File: config.mk
export PLATFORM = sky130hd
export DESIGN_NAME = prit_refresh_timer
export DESIGN_NICKNAME = d
export VERILOG_FILES = /design/src/prit_pkg.sv /design/src/prit_arbiter.sv /design/src/prit_prescaler.sv /design/src/prit_refresh_timer.sv
export SDC_FILE = /design/constraint.sdc
export NUM_CORES = 1
export LEC_CHECK = 0
export ABC_AREA = 1
export BUFFER_PORTS_ARGS = -buffer_cell sky130_fd_sc_hd__buf_4
export CAP_MARGIN = 10
export CORE_ASPECT_RATIO = 1.1
export CORE_MARGIN = 8
export CORE_UTILIZATION = 30
export CTS_BUF_LIST = sky130_fd_sc_hd__clkbuf_2 sky130_fd_sc_hd__clkbuf_4 sky130_fd_sc_hd__clkbuf_8
export DETAILED_ROUTE_END_ITERATION = 10
export SETUP_SLACK_MARGIN = 0.02
export SKIP_CTS_REPAIR_TIMING = 1
export SLEW_MARGIN = 5
export SYNTH_ARGS = -nofsm -noshare
export SYNTH_HDL_FRONTEND = slang
export SYNTH_SLANG_ARGS = --single-unit
File: constraint.sdc
create_clock -name clock -period 2 [get_ports clock]
set_input_delay 0 -clock clock [delete_from_list [all_inputs] [get_ports clock]]
set_output_delay 0 -clock clock [all_outputs]
set_load 0.02 [all_outputs]
File: src/prit_pkg.sv
package prit_pkg;
    // ------------------------------------------------------------
    // widths and reset values
    // ------------------------------------------------------------
    localparam int          PRIT_CNT_W      = 8;
    localparam logic [7:0]  PRIT_CNT_RST    = 8'h00;
    localparam logic [7:0]  PRIT_COR_RST    = 8'hff;
    localparam logic [2:0]  PRIT_CKS_RST    = 3'h0;
    localparam int          PRIT_PRE_W      = 12;
    // prescaler taps per clock select code, code 0 means halted
    localparam int          PRIT_TAP_1      = 0;
    localparam int          PRIT_TAP_2      = 2;
    localparam int          PRIT_TAP_3      = 4;
    localparam int          PRIT_TAP_4      = 6;
    localparam int          PRIT_TAP_5      = 8;
    localparam int          PRIT_TAP_6      = 10;
    localparam int          PRIT_TAP_7      = 11;
    // refresh and memory cycle lengths in states, shared by dram and psram
    localparam logic [2:0]  PRIT_REFRESH_STROBE_STATES = 3'h3;
    localparam logic [2:0]  PRIT_MEM_STATES  = 3'h3;

    // bus requesters in priority order
    typedef struct packed {
        logic ext_master;
        logic refresh;
        logic dma;
        logic cpu;
    } prit_req_t;

    // software view of the control/status bits
    typedef struct packed {
        logic       dynamic_ram_enable;
        logic       pseudo_static_enable;
        logic       self_refresh_select;
        logic       match_irq_enable;
        logic [2:0] prescaler_clock_select;
    } prit_cfg_t;

    // memory strobe set, active low levels and output enables
    typedef struct packed {
        logic area3_select_n;
        logic refresh_strobe_n;
        logic read_strobe_n;
        logic upper_write_strobe_n;
        logic lower_write_strobe_n;
        logic strobe_oe;
    } prit_pins_t;
endpackage : prit_pkg

File: src/prit_arbiter.sv
`timescale 1ns/1ps
`default_nettype none
module prit_arbiter (
    // clock and reset
    input  wire logic             clock,
    input  wire logic             reset,
    // requests and grant
    input  wire prit_pkg::prit_req_t req,
    output var  prit_pkg::prit_req_t grant
);
    import prit_pkg::*;

    // ------------------------------------------------------------
    // fixed priority grant
    // ------------------------------------------------------------
    always_ff @(posedge clock) begin
        if (reset) begin
            grant <= '0;
        end else begin
            grant <= '0;
            if (req.ext_master)   grant.ext_master <= 1'b1;
            else if (req.refresh) grant.refresh    <= 1'b1;
            else if (req.dma)     grant.dma        <= 1'b1;
            else if (req.cpu)     grant.cpu        <= 1'b1;
        end
    end
endmodule : prit_arbiter
`default_nettype wire

File: src/prit_prescaler.sv
`timescale 1ns/1ps
`default_nettype none
module prit_prescaler (
    // clock and reset
    input  wire logic       clock,
    input  wire logic       reset,
    // select and pulse
    input  wire logic [2:0] sel,
    output logic            tick
);
    import prit_pkg::*;

    logic [PRIT_PRE_W-1:0] div_r;
    logic                  src;
    logic                  src_r;

    // ------------------------------------------------------------
    // free running divider
    // ------------------------------------------------------------
    always_ff @(posedge clock) begin
        if (reset) div_r <= '0;
        else       div_r <= div_r + 1'b1;
    end

    // selected source, code 0 halts it low
    always_comb begin
        case (sel)
            3'h1:    src = div_r[PRIT_TAP_1];
            3'h2:    src = div_r[PRIT_TAP_2];
            3'h3:    src = div_r[PRIT_TAP_3];
            3'h4:    src = div_r[PRIT_TAP_4];
            3'h5:    src = div_r[PRIT_TAP_5];
            3'h6:    src = div_r[PRIT_TAP_6];
            3'h7:    src = div_r[PRIT_TAP_7];
            default: src = 1'b0;
        endcase
    end

    // falling edge of the muxed source; high to low switch counts too
    always_ff @(posedge clock) begin
        if (reset) src_r <= 1'b0;
        else       src_r <= src;
    end
    assign tick = src_r && !src;
endmodule : prit_prescaler
`default_nettype wire

File: src/prit_refresh_timer.sv
`timescale 1ns/1ps
`default_nettype none
// What this block does
// - psram refresh spaced by compare and prescaler
// - psram cycles use dram state counts
// - grant order: external, refresh, dma, cpu
// - wait states stretch bus and refresh cycles
// - self-refresh standby: select high, refresh low
// - standby psram: strobes float, select high
// - runs in sleep; standby clears counter and flags
// - both enables clear selects interval timer
// - match flag set as counter leaves match
// - standby clears count and flags, keeps settings
// - clear beats counter write in T3
// - counter write beats increment in T3
// - compare write in T3 suppresses match
// - counter clock from falling selected edge
// - match interrupt gated by enable bit
// - guard refresh and select low together
// - no refresh while released, standby, waiting
// - released requests collapse to one refresh
// - waited cycle holds first refresh request
// - standby with release enabled may glitch
// - first request sets flag, no refresh
module prit_refresh_timer (
    // clock and reset
    input  wire logic                  clock,
    input  wire logic                  reset,
    // power state
    input  wire logic                  soft_standby,
    input  wire logic                  hard_standby,
    // software configuration
    input  wire prit_pkg::prit_cfg_t   cfg,
    input  wire logic                  area3_access_states,
    input  wire logic                  bus_release_enable,
    // counter and compare writes, strobed in the T3 state
    input  wire logic                  count_wr,
    input  wire logic [7:0]            count_wdata,
    input  wire logic                  compare_wr,
    input  wire logic [7:0]            compare_wdata,
    input  wire logic                  flag_clear,
    input  wire logic                  flag_read,
    // other bus requests and cycle status
    input  wire logic                  ext_bus_req,
    input  wire logic                  dma_req,
    input  wire logic                  cpu_req,
    input  wire logic                  wait_req,
    input  wire logic                  cpu_mem_cycle,
    input  wire logic                  cpu_mem_write,
    // status and grant
    output logic [7:0]                 refresh_timer_count,
    output logic [7:0]                 refresh_compare_value,
    output logic                       match_flag,
    output logic                       match_interrupt,
    output prit_pkg::prit_req_t        bus_grant,
    output logic                       bus_released,
    // memory pins
    output prit_pkg::prit_pins_t       pins
);
    import prit_pkg::*;

    typedef enum {PRIT_IDLE, PRIT_REFRESH_STROBE, PRIT_MEM} prit_state_t;

    logic        tick;
    logic        run;
    logic        mem_en;
    logic        match_pulse;
    logic        pend_r;
    logic        first_r;
    logic        flag_seen_r;
    logic        refresh_strobe_cycle;
    logic [2:0]  st_cnt_r;
    logic [2:0]  cks_r;
    logic        sr_active;
    prit_state_t state_r;
    prit_req_t   req;
    prit_req_t   grant;

    assign mem_en = cfg.dynamic_ram_enable || cfg.pseudo_static_enable;
    // the timer stops in hardware standby and in software standby; sleep keeps it running
    assign run    = !hard_standby && !soft_standby;
    assign sr_active = soft_standby && cfg.pseudo_static_enable
                       && cfg.self_refresh_select;

    // ------------------------------------------------------------
    // prescaler and arbiter
    // ------------------------------------------------------------
    always_ff @(posedge clock) begin
        if (reset) cks_r <= PRIT_CKS_RST;
        else       cks_r <= cfg.prescaler_clock_select; // kept across standby
    end

    prit_prescaler u_pre (
        .clock (clock),
        .reset (reset),
        .sel   (run ? cks_r : 3'h0),
        .tick  (tick)
    );

    // requests into the arbiter, one driver for the whole word
    assign req = '{ext_master: ext_bus_req && bus_release_enable,
                   refresh:    pend_r && !first_r && mem_en && !wait_req && !soft_standby,
                   dma:        dma_req,
                   cpu:        cpu_req};

    prit_arbiter u_arb (
        .clock (clock),
        .reset (reset),
        .req   (req),
        .grant (grant)
    );

    // ------------------------------------------------------------
    // counter and compare value
    // ------------------------------------------------------------
    // match leaves on the tick that advances past the compare value
    assign match_pulse = run && tick && (refresh_timer_count == refresh_compare_value)
                         && !compare_wr;

    always_ff @(posedge clock) begin
        if (reset || soft_standby || hard_standby) begin
            refresh_timer_count <= PRIT_CNT_RST;
        end else if (match_pulse) begin
            refresh_timer_count <= PRIT_CNT_RST;
        end else if (count_wr) begin
            refresh_timer_count <= count_wdata;
        end else if (tick) begin
            refresh_timer_count <= refresh_timer_count + 8'h01;
        end
    end

    always_ff @(posedge clock) begin
        if (reset)           refresh_compare_value <= PRIT_COR_RST;
        else if (compare_wr) refresh_compare_value <= compare_wdata;
    end

    // ------------------------------------------------------------
    // match flag and interrupt
    // ------------------------------------------------------------
    always_ff @(posedge clock) begin
        if (reset || soft_standby) begin
            flag_seen_r <= 1'b0;
        end else if (flag_read && match_flag) begin
            flag_seen_r <= 1'b1;
        end else if (flag_clear) begin
            flag_seen_r <= 1'b0;
        end
    end

    always_ff @(posedge clock) begin
        if (reset || soft_standby) begin
            match_flag <= 1'b0;
        end else if (match_pulse) begin
            match_flag <= 1'b1;
        end else if (flag_clear && flag_seen_r) begin
            match_flag <= 1'b0;
        end
    end

    always_ff @(posedge clock) begin
        if (reset || soft_standby) match_interrupt <= 1'b0;
        else match_interrupt <= cfg.match_irq_enable && (match_flag || match_pulse);
    end

    // ------------------------------------------------------------
    // pending refresh request
    // ------------------------------------------------------------
    // first match after reset or standby is only a flag
    always_ff @(posedge clock) begin
        if (reset || soft_standby || hard_standby) begin
            first_r <= 1'b1;
        end else if (match_pulse) begin
            first_r <= 1'b0;
        end
    end

    // one held request; more matches while released or waiting merge into it
    always_ff @(posedge clock) begin
        if (reset || soft_standby || !mem_en) begin
            pend_r <= 1'b0;
        end else if (match_pulse && !first_r) begin
            pend_r <= 1'b1;
        end else if (grant.refresh) begin
            pend_r <= 1'b0;
        end
    end

    // ------------------------------------------------------------
    // cycle sequencer
    // ------------------------------------------------------------
    always_ff @(posedge clock) begin
        if (reset || soft_standby) begin
            state_r  <= PRIT_IDLE;
            st_cnt_r <= 3'h0;
        end else begin
            case (state_r)
                PRIT_IDLE: begin
                    if (grant.refresh) begin
                        state_r  <= PRIT_REFRESH_STROBE;
                        st_cnt_r <= PRIT_REFRESH_STROBE_STATES;
                    end else if (grant.cpu && cpu_mem_cycle) begin
                        state_r  <= PRIT_MEM;
                        st_cnt_r <= PRIT_MEM_STATES;
                    end
                end
                PRIT_REFRESH_STROBE, PRIT_MEM: begin
                    if (!(area3_access_states && wait_req)) begin
                        if (st_cnt_r == 3'h1) state_r <= PRIT_IDLE;
                        st_cnt_r <= st_cnt_r - 3'h1;
                    end
                end
                default: state_r <= PRIT_IDLE;
            endcase
        end
    end

    assign refresh_strobe_cycle = (state_r == PRIT_REFRESH_STROBE);

    // ------------------------------------------------------------
    // registered pins and grant
    // ------------------------------------------------------------
    always_ff @(posedge clock) begin
        if (reset) begin
            pins         <= '{1'b1, 1'b1, 1'b1, 1'b1, 1'b1, 1'b1};
            bus_grant    <= '0;
            bus_released <= 1'b0;
        end else begin
            bus_grant    <= grant;
            bus_released <= grant.ext_master;
            if (soft_standby && mem_en) begin
                // a one state release before standby is not filtered here
                pins.area3_select_n       <= 1'b1;
                pins.refresh_strobe_n     <= !sr_active;
                pins.read_strobe_n        <= 1'b1;
                pins.upper_write_strobe_n <= 1'b1;
                pins.lower_write_strobe_n <= 1'b1;
                pins.strobe_oe            <= 1'b0;
            end else if (!mem_en) begin
                // idle strobes high so both cannot sit low at once
                pins <= '{1'b1, 1'b1, 1'b1, 1'b1, 1'b1, 1'b1};
            end else begin
                pins.strobe_oe            <= !grant.ext_master;
                pins.refresh_strobe_n     <= !refresh_strobe_cycle;
                pins.area3_select_n       <= !(state_r == PRIT_MEM) || refresh_strobe_cycle;
                pins.read_strobe_n        <= !(state_r == PRIT_MEM && !cpu_mem_write);
                pins.upper_write_strobe_n <= !(state_r == PRIT_MEM && cpu_mem_write);
                pins.lower_write_strobe_n <= !(state_r == PRIT_MEM && cpu_mem_write);
            end
        end
    end
endmodule : prit_refresh_timer
`default_nettype wire

==> results.md <==
Run status:
- The flow ran to the end, but the final reports show violations.
- The final reports fail on negative hold slack.

Layout:
- The total inserted antenna cells is 0.
- The share of cells above drive strength 1 is between 10% and 20%.
- The final standard cell count with taps included and fillers excluded is 545.
- The library cell used most frequently in the layout, excluding fill and tap cells, is nand2_1.
- The final net count is about 480.
- Relative to the synthesized area, the layout overhead comes to 40.7%.
- The library cells used most frequently in the layout, excluding fill and tap cells, are 82 x nand2_1, 67 x buf_4, 55 x dfxtp_1.

Floorplanning:
- The floorplan core area is roughly 8000 um2.
- The die is approximately 110 um tall.
- For this design the top-level I/O count stands at 68.
- The overall die area is 11,400 um2.
- The effective utilization at floorplan is between 30% and 40%.
- The number of cell rows is 34.
- The chip width is approximately 100 um.

Clocking:
- The longest clock path from root to sink contains 2 buffers.
- The clock-pin transition on the worst setup and hold timing paths is about 110 ps.
- The later pin in the worst-skew pair is clocked with a latency of approximately 320 ps.
- The root buffer cell chosen for the clock tree is clkbuf_8.
- The clock tree from TritonCTS is built.
- In this run the number of H-tree levels came out at 2.
- The clock buffer count from CTS is 5.
- The number of sinks handled by clock tree synthesis is 55.

Setup path:
- The worst setup path is of the flip-flop to flip-flop kind.
- The startpoint of the lowest-slack register-to-register path is state_r[0].
- The startpoint type of the worst setup path is a flip-flop.
- The origin of the worst setup path is state_r[0].
- The nature of the critical path endpoint is a flip-flop.
- The worst register-to-register path has a depth of 9.
- The worst register-to-register path ends at st_cnt_r[2].
- The capture point of the worst path is st_cnt_r[2].
- In this run the worst path has a maximum fanout of 4.
- The flop-to-flop setup slack is 340 ps.
- The critical path data required time is 2260 ps.
- The critical path data arrival time is ~1900 ps.

Place:
- The cell count after placement is 508.
- During placement, the flow inserted port buffers numbering 67.
- Routability-driven placement finished with a final weighted congestion of 0.839.
- The placed wire-length estimate after detailed placement is a little over 5000 um.

Routing:
- The remaining antenna violation count after routing is 0.
- The number of optimization iterations in the first detailed-route pass is 4.
- The iteration-0 DRC count of the detailed router is about 120.
- The via density per instance is roughly 4.4.
- The via count is 2,419.
- The final layout contains routed wiring with a total length of about 6700 um.
- In the final routed layout, each cell accounts on average for between 10 and 15 um.
- The DRC violation count after routing is 0.

STA:
- The total negative slack for setup checks is 0 ps.
- The final-report max-slew violation count is 0.
- The peak clock frequency supported by timing is about 600 MHz.
- The portion of the clock cycle consumed by the worst path in the final layout is between 80% and 90%.
- For the pin with the worst max-slew slack, the measured transition is 456 ps.
- Headroom to the max-slew limit came out at ~69%.
- Setup repair after global routing left no endpoint under its margin.
- The number of endpoints with negative hold slack in the final report is 3.
- The largest clock skew in the final design is 10.2 ps.
- The final count of negative-setup-slack endpoints is 0.
- The post-layout minimum cycle time is ~1700 ps.
- The final-layout worst hold slack is -15.2 ps.

Power and ir drop:
- The switching power as a share of total power is 25.1%.
- The power density over the cells is roughly 640 nW/um2.
- The share of total power in combinational logic is roughly an eighth.
- In this run the power spent charging and discharging nets is between 0.5 and 0.6 mW.
- Of the total power, the clock network draws approximately a third.
- The highest ir drop seen on vdd is a little over 0.3 mV.
- Sequential cells account for a little over half of the total power.
- Summed over all cells, the static leakage comes to ~1.5 nW.
- The internal power is around 1.7 mW.

Min path:
- The kind of path behind the tightest hold check is primary input to flip-flop.

Synthesis:
- The share of synthesized area in the top cell type comes to between 40% and 50%.
- The fraction of registers with async set/reset is 0%.
- The number of flops mapped to enable cells by yosys is 0.
- The number of standard cells after synthesis is approximately 340.
- Sorting the synthesized cells by area gives the leading types as dfxtp_1 45%, nand2_1 12%, nor2_1 6.2%.
- The commonest register cell after synthesis is dfxtp_1.
- The synthesized netlist occupies a cell area of between 2000 and 2500 um2.
- The synthesized design contains 55 register bits.
- The count of cell types in the netlist is 27.
- The mean instance size in the synthesized netlist is just over 7 um2.
- The count of yosys warnings during synthesis is 0.
- The sequential share of the synthesized area is 44.6%.
- The number of nets produced by synthesis is around 390.
- dfxtp_1 takes more of the synthesized area than any other cell.

Global route:
- The number of antenna violations at the first check in global routing is 0.
- Across every metal layer, demand over resource in global routing totals around 11%.
- The first global-routing pass estimated between 10,000 and 15,000 um of wire.
- Entering global routing, the biggest net connects 24 pins.
- The residual overflow from global routing is 0.
- The via count of the first global-routing pass was 2,273.

Job:
- The max-capacitance violation count is 0.
-- stage by stage --
| step | util, % | hold slack (ps) | setup WS [ps] | total power, mW | cell area [um2] |
|---|---|---|---|---|---|
| floorplan | - | 84.7 | 593 | 1.30 | 2470 |
| global placement | 38.5 | 203 | 527 | 1.42 | 3060 |
| CTS | 40.0 | -135 | 370 | 2.19 | 3180 |
| detailed placement | 38.5 | 207 | 399 | 1.42 | 3060 |
| global route | 43.6 | 6.99 | 173 | 2.32 | 3470 |
| finish | 43.6 | -15.2 | 340 | 2.21 | 3470 |
-- how the worst min path moves through the flow --
stage / start / to / slack, ps / depth (start not counted)
floorplan: cpu_mem_write / pins[1] / 80 / 1
global placement: cpu_mem_write / pins[3] / 200 / 2
detailed placement: cfg[0] / cks_r[0] / 210 / 3
CTS: cfg[0] / cks_r[0] / -130 / 3
global route: compare_wr / refresh_compare_value[2] / 7 / 3
finish: compare_wr / refresh_compare_value[2] / -20 / 3
-- registers in the layout, summed over array words and instances, names as in the netlist --
signal,cells
bus_grant,3
bus_released,1
cks_r,3
first_r,1
flag_seen_r,1
match_flag,1
match_interrupt,1
pend_r,1
pins,5
refresh_compare_value,8
refresh_timer_count,8
st_cnt_r,3
state_r,2
u_arb.grant,4
u_pre.div_r,12
u_pre.src_r,1
-- critical path: stages (launching register included) --
cell	delay, ps
dfxtp_1	380
inv_1	80
ha_1	330
inv_1	90
nor2_1	50
nor2_1	130
o21ai_0	200
nor3_1	190
a21oi_1	60
nor2_1	90
-- per-layer routing --
layer	vias up	part of all wire (%)	global-route usage, %
met5	-	0	0
li1	1275	-	-
met4	0	1.2	3.82
met2	64	45	18.5
met3	5	8.4	4.02
met1	1075	45	13.5
-- layout make-up --
type / count / area [um2]
clock buffers: 5 / 68.8
clock inverters: 3 / 50.0
fillers: 836 / 4480
inverters: 42 / 158
multi-input cells: 236 / 1170
flip-flops and latches: 55 / 1100
well taps: 108 / 135
repair buffers: 96 / 793
-- synthesized netlist by cell type (3+ instances only) --
cell type  count
nand3b_1       5
o21ai_0       19
nand3_1       26
nor3_1         3
clkbuf_1       6
xor2_1         4
dfxtp_1       55
nand4_1        6
xnor2_1        5
ha_1           7
inv_1         40
a21oi_1       25
nor2_1        41
nand2_1       82
-- power groups by stage --
stage | clock, mW | combinational, mW | sequential (mW)
final | 0.776 | 0.285 | 1.15
after global routing | 0.846 | 0.316 | 1.16
after CTS | 0.800 | 0.242 | 1.15
after detailed placement | 0 | 0.241 | 1.18
after global placement | 0 | 0.239 | 1.18
after floorplan | 0 | 0.105 | 1.19
-- cells by family (layout without fill, tap and decap cells) --
logic type      count (synthesis)  in the layout  synth area share [%]
fa+ha+maj                       7              7                  3.55
simple gates                  172            172                  30.4
compound gates                 48             48                  10.1
buf+inv                        51            146                  8.11
flops                          55             55                  44.6
xor+xnor                        9              9                  3.19
Note: power is estimated with default switching activity, not from simulation.
